**src/rtl/ppm_regs.vh**
```
// constants of the power-management capability block
`ifndef PPM_REGS_VH
`define PPM_REGS_VH
// ***********************************
// register dword indexes and capability field values
// ***********************************
`define PPM_OFS_CAP        2'h0
`define PPM_OFS_CSR        2'h1
`define PPM_PM_CAPABILITY_ID         8'h01
`define PPM_NEXT_PTR       8'h00
`define PPM_WAKE_STATES    5'h0C
`define PPM_LIGHT_SUP      1'h1
`define PPM_SHALLOW_SUP    1'h0
`define PPM_AUX_CUR        3'h0
`define PPM_DSI            1'h0
`define PPM_WAKE_CLK       1'h0
`define PPM_VERSION        3'h1
`define PPM_BRIDGE         8'h00
// ***********************************
// control/status field positions
// ***********************************
`define PPM_WSTAT_BIT      15
`define PPM_SCALE_HI       14
`define PPM_SCALE_LO       13
`define PPM_SEL_HI         12
`define PPM_SEL_LO         9
`define PPM_WEN_BIT        8
`define PPM_PS_HI          1
`define PPM_PS_LO          0
// ***********************************
// power states, reset values and last data select
// ***********************************
`define PPM_D0             2'h0
`define PPM_FORBID         2'h1
`define PPM_D2             2'h2
`define PPM_D3             2'h3
`define PPM_SCALE_RST      2'h0
`define PPM_SEL_RST        4'h0
`define PPM_SEL_NORMAL     4'h8
// ***********************************
// recovery timing
// ***********************************
`define PPM_CLK_MHZ        100
`define PPM_D2_REC_US      200
`define PPM_D3_REC_MS      10
`endif

```
**src/rtl/ppm_wake.v**
```verilog
// wake request latch for the power-management block
`timescale 1ns/1ns
module ppm_wake (
  // clock and reset
  input  wire ref_clk,
  input  wire rst_b,
  // conditions
  input  wire       wake_enable,
  input  wire       low_power,
  input  wire       cable_power,
  input  wire       port_connected,
  input  wire       link_event,
  input  wire       status_clear,
  // wake request
  output wire       wake_status,
  output wire       wake_req_n
);
  reg wake_ff;
  reg nxt_wake;
  wire set_ev;
  assign set_ev = wake_enable & low_power & cable_power & port_connected & link_event;
  always @* begin
    nxt_wake = wake_ff;
    if (status_clear | ~wake_enable) begin
      nxt_wake = 1'b0;
    end
    if (set_ev) begin
      nxt_wake = 1'b1; // set wins over the clear
    end
  end
  always @(posedge ref_clk) begin
    if (!rst_b) begin
      wake_ff <= 1'b0;
    end else begin
      wake_ff <= nxt_wake;
    end
  end
  assign wake_status = wake_ff;
  assign wake_req_n  = ~wake_ff;
endmodule // ppm_wake

```
**src/rtl/ppm_timer.v**
```verilog
// recovery down-counter for power state exits
`timescale 1ns/1ns
module ppm_timer #(
  parameter W = 20
) (
  // clock and reset
  input  wire         ref_clk,
  input  wire         rst_b,
  // control
  input  wire         start,
  input  wire [W-1:0] load,
  // status
  output wire         busy
);
  reg [W-1:0] cnt_ff;
  always @(posedge ref_clk) begin
    if (!rst_b) begin
      cnt_ff <= {W{1'b0}};
    end else if (start) begin
      cnt_ff <= load;
    end else if (cnt_ff != {W{1'b0}}) begin
      cnt_ff <= cnt_ff - {{(W-1){1'b0}}, 1'b1};
    end
  end
  assign busy = (cnt_ff != {W{1'b0}});
endmodule // ppm_timer

```
**src/rtl/ppm_top.v**
```verilog
// power-management capability: registers, power state, wake and recovery
// What this block does
// - power state field selects D0, D2, D3hot
// - D2 to D0 recovers within 200 us
// - D3hot exit needs soft reset, 10 ms
// - config access answered while in D2
// - low-power link event raises wake when enabled
// - wake dropped by status write or disable
// - wake status bit 15, resets zero, W1C
// - wake enable bit 8 gates wake
// - capability identifier reads 01h
// - next pointer reads 00h
// - wake capable states read 0Ch
// - D1 reported unsupported, bit 25
// - aux current and DSI read zero
// - bit 19 says no clock needed
// - version field reads 001b
// - bridge extension byte reads 00h
// - data select 0-7 shows power/temperature
// - data select 8 shows transfer power
// - scale field sets data unit
`timescale 1ns/1ns
`include "ppm_regs.vh"
module ppm_top #(
  parameter [31:0] D2_REC_CYC = `PPM_D2_REC_US * `PPM_CLK_MHZ,
  parameter [31:0] D3_REC_CYC = `PPM_D3_REC_MS * 1000 * `PPM_CLK_MHZ,
  parameter [71:0] DATA_TABLE = 72'h0
) (
  // clock and reset; host_bus_reset_n arrives as rst_b
  input  wire        ref_clk,
  input  wire        rst_b,
  // configuration access, dword index within capability
  input  wire        cfg_rd,
  input  wire        cfg_wr,
  input  wire [1:0]  cfg_addr,
  input  wire [3:0]  cfg_be,
  input  wire [31:0] cfg_wdata,
  output reg  [31:0] cfg_rdata,
  output wire        cfg_ack,
  // host controller soft reset
  input  wire        host_ctrl_soft_reset,
  // link side
  input  wire        cable_power,
  input  wire        port_connected,
  input  wire        link_event,
  // power state outputs
  output wire [1:0]  power_state,
  output wire        recovering,
  output wire        wake_req_n
);
  // ***********************************
  // control registers
  // ***********************************
  reg  [1:0]  state_ff;
  reg  [1:0]  req_ff;
  reg  [1:0]  scale_ff;
  reg  [3:0]  sel_ff;
  reg         wen_ff;
  reg  [31:0] rdata_ff;
  reg         ack_ff;
  wire        wake_status;
  wire        rec_busy;
  wire        csr_wr;
  wire        lo_wr;
  wire        hi_wr;
  wire [1:0]  ps_wr;
  reg         rec_start;
  reg  [31:0] rec_load;
  reg  [1:0]  nxt_state;
  assign csr_wr = cfg_wr & (cfg_addr == `PPM_OFS_CSR);
  assign lo_wr  = csr_wr & cfg_be[0];
  assign hi_wr  = csr_wr & cfg_be[1];
  assign ps_wr  = cfg_wdata[`PPM_PS_HI:`PPM_PS_LO];
  // pick one byte of the readout table
  function [7:0] tbl_byte;
    input [71:0] tbl;
    input [3:0]  idx;
    begin
      tbl_byte = (idx <= `PPM_SEL_NORMAL) ? tbl[idx*8 +: 8] : 8'h00;
    end
  endfunction
  always @(posedge ref_clk) begin
    if (!rst_b) begin
      req_ff   <= `PPM_D0;
      scale_ff <= `PPM_SCALE_RST;
      sel_ff   <= `PPM_SEL_RST;
      wen_ff   <= 1'b0; // zero chosen so no wake fires before software arms it
    end else begin
      if (lo_wr && ps_wr != `PPM_FORBID) begin
        req_ff <= ps_wr;
      end
      if (lo_wr) begin
        sel_ff[0] <= cfg_wdata[`PPM_SEL_LO];
      end
      if (hi_wr) begin
        wen_ff   <= cfg_wdata[`PPM_WEN_BIT];
        sel_ff[3:1] <= cfg_wdata[`PPM_SEL_HI:`PPM_SEL_LO+1];
        scale_ff <= cfg_wdata[`PPM_SCALE_HI:`PPM_SCALE_LO];
      end
    end
  end
  // ***********************************
  // power state sequencing
  // ***********************************
  always @* begin
    nxt_state = state_ff;
    rec_start = 1'b0;
    rec_load  = D2_REC_CYC;
    case (state_ff)
      `PPM_D0: begin
        if (!rec_busy && req_ff != `PPM_D0) begin
          nxt_state = req_ff;
        end
      end
      `PPM_D2: begin
        if (req_ff == `PPM_D0) begin
          nxt_state = `PPM_D0;
          rec_start = 1'b1;
        end else if (req_ff == `PPM_D3) begin
          nxt_state = `PPM_D3;
        end
      end
      `PPM_D3: begin
        if (host_ctrl_soft_reset && req_ff == `PPM_D0) begin
          nxt_state = `PPM_D0;
          rec_start = 1'b1;
          rec_load  = D3_REC_CYC;
        end
      end
      default: begin
        nxt_state = `PPM_D0;
      end
    endcase
  end
  always @(posedge ref_clk) begin
    if (!rst_b) begin
      state_ff <= `PPM_D0;
    end else begin
      state_ff <= nxt_state;
    end
  end
  ppm_timer #(.W(32)) u_timer (
    .ref_clk (ref_clk),
    .rst_b   (rst_b),
    .start   (rec_start),
    .load    (rec_load),
    .busy    (rec_busy)
  );
  ppm_wake u_wake (
    .ref_clk        (ref_clk),
    .rst_b          (rst_b),
    .wake_enable    (wen_ff),
    .low_power      (state_ff != `PPM_D0),
    .cable_power    (cable_power),
    .port_connected (port_connected),
    .link_event     (link_event),
    .status_clear   (hi_wr & cfg_wdata[`PPM_WSTAT_BIT]),
    .wake_status    (wake_status),
    .wake_req_n     (wake_req_n)
  );
  // ***********************************
  // read path; runs in every state so D2 still answers
  // ***********************************
  always @* begin
    cfg_rdata = rdata_ff;
  end
  always @(posedge ref_clk) begin
    if (!rst_b) begin
      rdata_ff <= 32'h0000_0000;
      ack_ff   <= 1'b0;
    end else begin
      ack_ff <= cfg_rd | cfg_wr;
      if (cfg_rd) begin
        case (cfg_addr)
          `PPM_OFS_CAP: begin
            rdata_ff <= {`PPM_WAKE_STATES, `PPM_LIGHT_SUP, `PPM_SHALLOW_SUP,
                         `PPM_AUX_CUR, `PPM_DSI, 1'b0, `PPM_WAKE_CLK,
                         `PPM_VERSION, `PPM_NEXT_PTR, `PPM_PM_CAPABILITY_ID};
          end
          `PPM_OFS_CSR: begin
            rdata_ff <= {tbl_byte(DATA_TABLE, sel_ff), `PPM_BRIDGE,
                         wake_status, scale_ff, sel_ff, wen_ff, 6'h00, state_ff};
          end
          default: begin
            rdata_ff <= 32'h0000_0000;
          end
        endcase
      end
    end
  end
  assign cfg_ack     = ack_ff;
  assign power_state = state_ff;
  assign recovering  = rec_busy;
endmodule // ppm_top

```
**config.mk**
```make
export PLATFORM = sky130hd
export DESIGN_NAME = ppm_top
export DESIGN_NICKNAME = d
export VERILOG_FILES = /design/src/rtl/ppm_wake.v /design/src/rtl/ppm_timer.v /design/src/rtl/ppm_top.v
export VERILOG_INCLUDE_DIRS = /design/src /design/src/rtl
export SDC_FILE = /design/constraint.sdc
export NUM_CORES = 1
export LEC_CHECK = 0
export BUFFER_PORTS_ARGS = -buffer_cell sky130_fd_sc_hd__buf_2
export CAP_MARGIN = 10
export CORE_MARGIN = 4
export CORE_UTILIZATION = 47
export CTS_BUF_LIST = sky130_fd_sc_hd__clkbuf_2 sky130_fd_sc_hd__clkbuf_4 sky130_fd_sc_hd__clkbuf_8
export DETAILED_ROUTE_END_ITERATION = 8
export PLACE_DENSITY = 0.73
export REMOVE_ABC_BUFFERS = 1
export SYNTH_ARGS = -nofsm -noshare
export SYNTH_HDL_FRONTEND = slang
export SYNTH_SLANG_ARGS = --single-unit
```
**constraint.sdc**
```tcl
create_clock -name ref_clk -period 3 [get_ports ref_clk]
set_input_delay 0.15 -clock ref_clk [delete_from_list [all_inputs] [get_ports ref_clk]]
set_output_delay 0.15 -clock ref_clk [all_outputs]
set_load 0.005 [all_outputs]
```
# After elaboration in Yosys (flattened, before gate mapping)
# Cells that the tools add are included.
[word_totals]
word_cells = 62
regBits = 77
output_inout_bits = 37
input_bits = 46
[op_classes]
muxes = 16
n_shift = 1
eq_ne = 8
bitwise_logic = 12
order_cmp = 1
add_sub_neg = 1
n_reduce_logical = 13
[op_table]
columns = ["cell", "count"]
rows = [
  ["variable part select 72 x 8 -> 8 bit, first input constant", 1],
  ["2-to-1 mux 32 bit", 2],
  ["one-hot mux 32 bit (2 select lines)", 1],
  ["2-to-1 mux 20 bit", 2],
  ["nonzero test 32 bit", 1],
  ["subtractor 32 x 1 -> 32 bit, second input constant", 1],
  ["bitwise AND 1 bit", 8],
  ["2-to-1 mux 2 bit", 4],
  ["2-to-1 mux 8 bit", 1],
  ["nonzero test 2 bit", 4],
  ["equality test 2 bit, second input constant", 3],
  ["zero test 2 bit", 3],
  ["one-hot mux 2 bit (3 select lines)", 1],
  ["<= comparator 4 bit, second input constant", 1],
  ["2-to-1 mux 1 bit", 4],
  ["inequality test 2 bit, second input constant", 2],
  ["logical AND 1 bit", 3],
  ["inequality test 3 bit, second input constant", 1],
  ["AND reduction 3 bit", 1],
  ["equality test 2 x 1 -> 1 bit, second input constant", 1],
  ["inequality test 2 x 1 -> 1 bit, second input constant", 1],
  ["NOT 1 bit", 2],
  ["bitwise OR 1 bit", 2],
  ["one-hot mux 1 bit (2 select lines)", 1],
  ["zero test 1 bit", 1],
]

# Logic depth before layout (Yosys ltp)
[logic_depth]
ltp_word = 7
depth_mapped = 8
depth_no_buf = 7

# By module
# A second synthesis with hierarchy kept.
[hier_totals]
hier_cells = 340
area_unflattened_um2 = 2986.6
[modules_own_cells]
columns = ["module", "area_per_inst_um2", "cells_per_inst", "instances", "seq_area_each_um2"]
rows = [
  ["ppm_timer", 1831.8, 216, 1, 640.6],
  ["ppm_top", 1109.8, 118, 1, 460.4],
  ["ppm_wake", 45.0, 6, 1, 20.0],
]

# Worst setup path before layout
# OpenSTA, ideal clock, no wires.
[synth_timing]
path_type = "register -> register"
startpoint = "register u_timer.cnt_ff[2]"
endpoint = "register u_timer.cnt_ff[17]"
path_stages_with_launch = 8
setup_time_ns = 0.132
arrival_ns = 2.032
path_slack_ns = 0.836
synth_period_minus_slack_ns = 2.164
path_buffers = 2
t_required_ns = 2.868
cell_sequence = "dfxtp_1 > or3_1 > buf_6 > or4_4 > nor4_4 > buf_6 > a21o_2 > a21oi_2"
[synth_between]
elab_chain_len = 3
word_cells_on_any_way = 5
cone_classes = "1 x add/sub; 2 x mux; 2 x reduce/logical"
[synth_rtl]
columns = ["element", "line", "source"]
rows = [
  ["from (decl)", "ppm_timer.v:15", "reg [W-1:0] cnt_ff;"],
  ["from (signal assigned)", "ppm_timer.v:18", "cnt_ff <= {W{1'b0}};"],
  ["from (signal assigned)", "ppm_timer.v:20", "cnt_ff <= load;"],
  ["from (signal assigned)", "ppm_timer.v:22", "cnt_ff <= cnt_ff - {{(W-1){1'b0}}, 1'b1};"],
  ["subtractor 32 x 1 -> 32 bit", "ppm_timer.v:22", ""],
  ["2-to-1 mux 32 bit", "ppm_timer.v:21", "end else if (cnt_ff != {W{1'b0}}) begin"],
  ["2-to-1 mux 32 bit", "ppm_timer.v:19", "end else if (start) begin"],
]
# Several ways; a longest one is shown, not always the timed one. The select of a mux whose other input is x is not followed.
# A chain may end at the register's enable or synchronous reset.

# Final worst setup path
[layout_timing]
startpoint = "register u_timer.cnt_ff[2]"
endpoint = "register state_ff[0] (netlist: power_state[0])"
[layout_between]
elab_chain_len = 5
[layout_rtl]
columns = ["element", "line", "source"]
rows = [
  ["nonzero test 32 bit", "ppm_timer.v:25", "assign busy = (cnt_ff != {W{1'b0}});"],
  ["zero test 1 bit", "ppm_top.v:111", "if (!rec_busy && req_ff != `PPM_D0) begin"],
  ["logical AND 1 bit (no line)", "n/a", ""],
  ["inequality test 2 bit (no line)", "n/a", ""],
  ["AND reduction 3 bit (no line)", "n/a", ""],
  ["to (signal assigned)", "ppm_top.v:137", "state_ff <= `PPM_D0;"],
  ["to (signal assigned)", "ppm_top.v:139", "state_ff <= nxt_state;"],
  ["to (decl)", "ppm_top.v:54", "reg [1:0] state_ff;"],
]
# No other way between the ends.

==> impl_metrics.py <==
metrics = {
    "worst_setup_path": {
        "endpoint_kind": "flop",
        "worst-r2r-cell-count": 5,
        "slowest_stage": "or4_4",
        "cp_data_required_time_ns": 3.23,
        "worstReg2RegEnd": "power_state[0]$_SDFFE_PN0P_",
        "crit_path_start_kind": "flop",
        "r2r-start": "u_timer.cnt_ff[2]$_SDFFE_PN0P_",
        "worstPathArrival_ns": 2.66,
        "critPathMaxStageDelay_ns": 0.62,
        "path_max_fanout": 8,
        "r2r_slack_ns": 0.57,
        "critical_path_class": "flop to flop",
        "crit_chain": "or3_1 > or4_4 > nor3_1 > a21oi_1 > nor4_1",
    },
    "die": {
        "io_pins": 83,
        "dieArea_sq_um": 7680,
        "core_area_sq_um": 6030,
        "die_y_um": 87.6,
        "die_x_um": 87.6,
        "initial_core_util": 0.494,
        "row_count": 28,
    },
    "yosys": {
        "synth_top_family_by_area": "simple AND/OR/NAND/NOR gates",
        "synth_top_area_frac": 0.376,
        "synthAdderAreaFrac": 0.00420,
        "postSynthCellCount": 362,
        "synth_common_cells": "dfxtp_1, nor2_1, a21oi_1, nand2_1, buf_4",
        "seq_area_frac_synth": 0.376,
        "synth_mux_area_frac": 0.0336,
        "synthSimpleGateAreaFrac": 0.297,
        "synth_area_sq_um": 2980,
        "synth_warnings": 0,
        "synth_cell_types": 54,
        "synth_top_area_cell": "dfxtp_1",
        "post-synth-top-count-cell": "dfxtp_1",
        "synth.area.top_cells": "dfxtp_1, nor2_1, buf_4",
        "synth_xor_area_frac": 0.0176,
        "synthFlopType": "dfxtp_1",
        "synth_edf_count": 0,
        "synth_compound_area_frac": 0.179,
        "async_flop_share": 0,
        "yosys_register_bits": 56,
        "syn_avg_cell_area_sq_um": 8.23,
    },
    "global_route": {
        "grt_overflow": 0,
        "grt_pass1_wl_mm": 11.7,
        "grt_pass1_vias": 2443,
        "antenna_found_initial": 0,
        "grt_max_degree": 33,
        "grt.total_usage": 0.189,
    },
    "sta": {
        "fin_skew_ns": 0.0106,
        "hold_viol": 0,
        "relSlewSlack": 0.435,
        "final_max_slew_viol_count": 0,
        "final-setup-viol-count": 0,
        "rsz0062_at_grt": "no",
        "worst_pin_slew_ns": 0.846,
        "finalCritPeriodShare": 0.810,
        "tns_ns": 0,
        "period_minus_slack_ns": 2.43,
        "worst_slack_ns": 0.571,
        "fmax_mhz": 412,
    },
    "power_and_ir_drop": {
        "p_sw_frac": 0.463,
        "p_seq_frac": 0.305,
        "internal-power_w": 0.00194,
        "netSwitchingPower_w": 0.00168,
        "p_comb_frac": 0.553,
        "peakVddDrop_mv": 0.631,
        "p_leak_nw": 1.38,
        "p_per_area_nw_per_um2": 1110,
        "p_clk_frac": 0.142,
    },
    "clock_network": {
        "cts_buffers": 5,
        "cts.sinks": 56,
        "cts_root_buffer": "clkbuf_8",
        "clk_latency_ns": 0.31,
        "ctsLongestPathBuffers": 2,
        "htreeDepth": 2,
        "postCtsHoldBufs": 0,
        "cts_setup_buffers": 0,
        "cts_resized": 0,
        "cts_tree": "done",
        "clkTransAtPathRegs_ns": 0.11,
    },
    "route": {
        "via_per_inst": 5.76,
        "vias": 2736,
        "wire_per_inst_um": 14.6,
        "wirelength_mm": 6.92,
        "drc": 0,
        "dr.pass1.iters": 4,
        "drt-initial-drc-count": 205,
        "ant_nets": 0,
    },
    "place": {
        "gp_congestion": 0.922,
        "pre_cts_slack_ns": 0.622,
        "hpwl_mm": 4.87,
        "portBuffers": 40,
    },
    "job": {
        "maxCapViolCount": 0,
    },
    "hold_path": {
        "whs_endpoint": "cfg_ack$_SDFF_PN0_",
        "hp-class": "input port to flop",
        "min_delay_path_depth": 3,
        "hp-start": "cfg_wr",
    },
    "finish": {
        "layout-drive-gt1-share": 0.208,
        "diodes": 0,
        "final_util": 0.543,
        "area.growth.synth_to_final_pct": 9.79,
        "nets": 446,
    },
    "outcome": {
        "status": "finished, final reports clean",
    },
}
## metal layers
layer | GRT usage | share of wire
met1 | 0.257 | 0.45
met2 | 0.297 | 0.47
met3 | 0.0405 | 0.065
met4 | 0.0669 | 0.020
met5 | 0 | 0
## power groups by stage
stage	registers, W	logic [W]	clock network [W]
4_1_cts	0.00110	0.00197	0.000532
5_1_grt	0.00113	0.00223	0.000559
3_3_place_gp	0.00111	0.00191	0
6_report	0.00110	0.00200	0.000513
3_5_place_dp	0.00111	0.00195	0
2_1_floorplan	0.00107	0.00148	0
## cell type report
type | count | area (sq um)
inverter | 6 | 22.5
sequential | 56 | 1120
clock buffer | 5 | 68.8
clock inverter | 3 | 46.3
multi-input combinational | 281 | 1650
fill | 568 | 2760
timing repair buffer | 49 | 268
tap | 75 | 93.8
## worst max-delay path, delay by kind of cell, from the launching register on
family,cells,cell delay [ns]
AOI/OAI and AO/OA,1,0.14
DFF,1,0.36
and+or+nand+nor,4,1.84
## through the flow
stage / hold WS, ns / area [sq um] / power, W / instances
CTS: 0.0369 / 3270 / 0.00360 / 475
detailed placement: 0.375 / 3160 / 0.00307 / 467
global placement: 0.374 / 3160 / 0.00302 / 467
global route: 0.0663 / 3270 / 0.00392 / 475
finish: 0.0495 / 3270 / 0.00362 / 475
floorplan: 0.266 / 2790 / 0.00254 / 343
## sequential cells by signal, summed over array words and instances, names as in the netlist
register	cells
cfg_ack	1
cfg_rdata	11
power_state	2
req_ff	2
scale_ff	2
sel_ff	4
u_timer.cnt_ff	32
u_wake.wake_status	1
wen_ff	1
## worst max path at each step
stage,slack [ns],start,endpoint,cells past startpoint
after global routing,0.39,u_timer.cnt_ff[0]$_SDFFE_PN0P_,power_state[0]$_SDFFE_PN0P_,7
after global placement,0.72,u_timer.cnt_ff[2]$_SDFFE_PN0P_,power_state[0]$_SDFFE_PN0P_,5
final,0.57,u_timer.cnt_ff[2]$_SDFFE_PN0P_,power_state[0]$_SDFFE_PN0P_,5
after detailed placement,0.62,u_timer.cnt_ff[2]$_SDFFE_PN0P_,power_state[0]$_SDFFE_PN0P_,5
after floorplan,0.61,u_timer.cnt_ff[2]$_SDFFE_PN0P_,u_timer.cnt_ff[19]$_SDFFE_PN0P_,5
after CTS,0.59,u_timer.cnt_ff[2]$_SDFFE_PN0P_,power_state[0]$_SDFFE_PN0P_,5
## kinds of logic after synthesis
| logic type | after synthesis |
|---|---|
| AOI/OAI and AO/OA | 80 |
| buffers and inverters | 42 |
| other | 1 |
| and+or+nand+nor | 166 |
| xor gates and xnor gates | 6 |
| DFF | 56 |
| muxes | 10 |
| adders and majority gates | 1 |
## placed cells by master, fill, tap and decap left out, drive strengths merged, types with 11 or more instances in the layout
cell type  count
nor2          51
nand2         29
buf           49
nor4          13
nand3         11
conb          18
dfxtp         56
a31oi         11
a21oi         35
or3           12
Power figures use the tool's default switching activity.
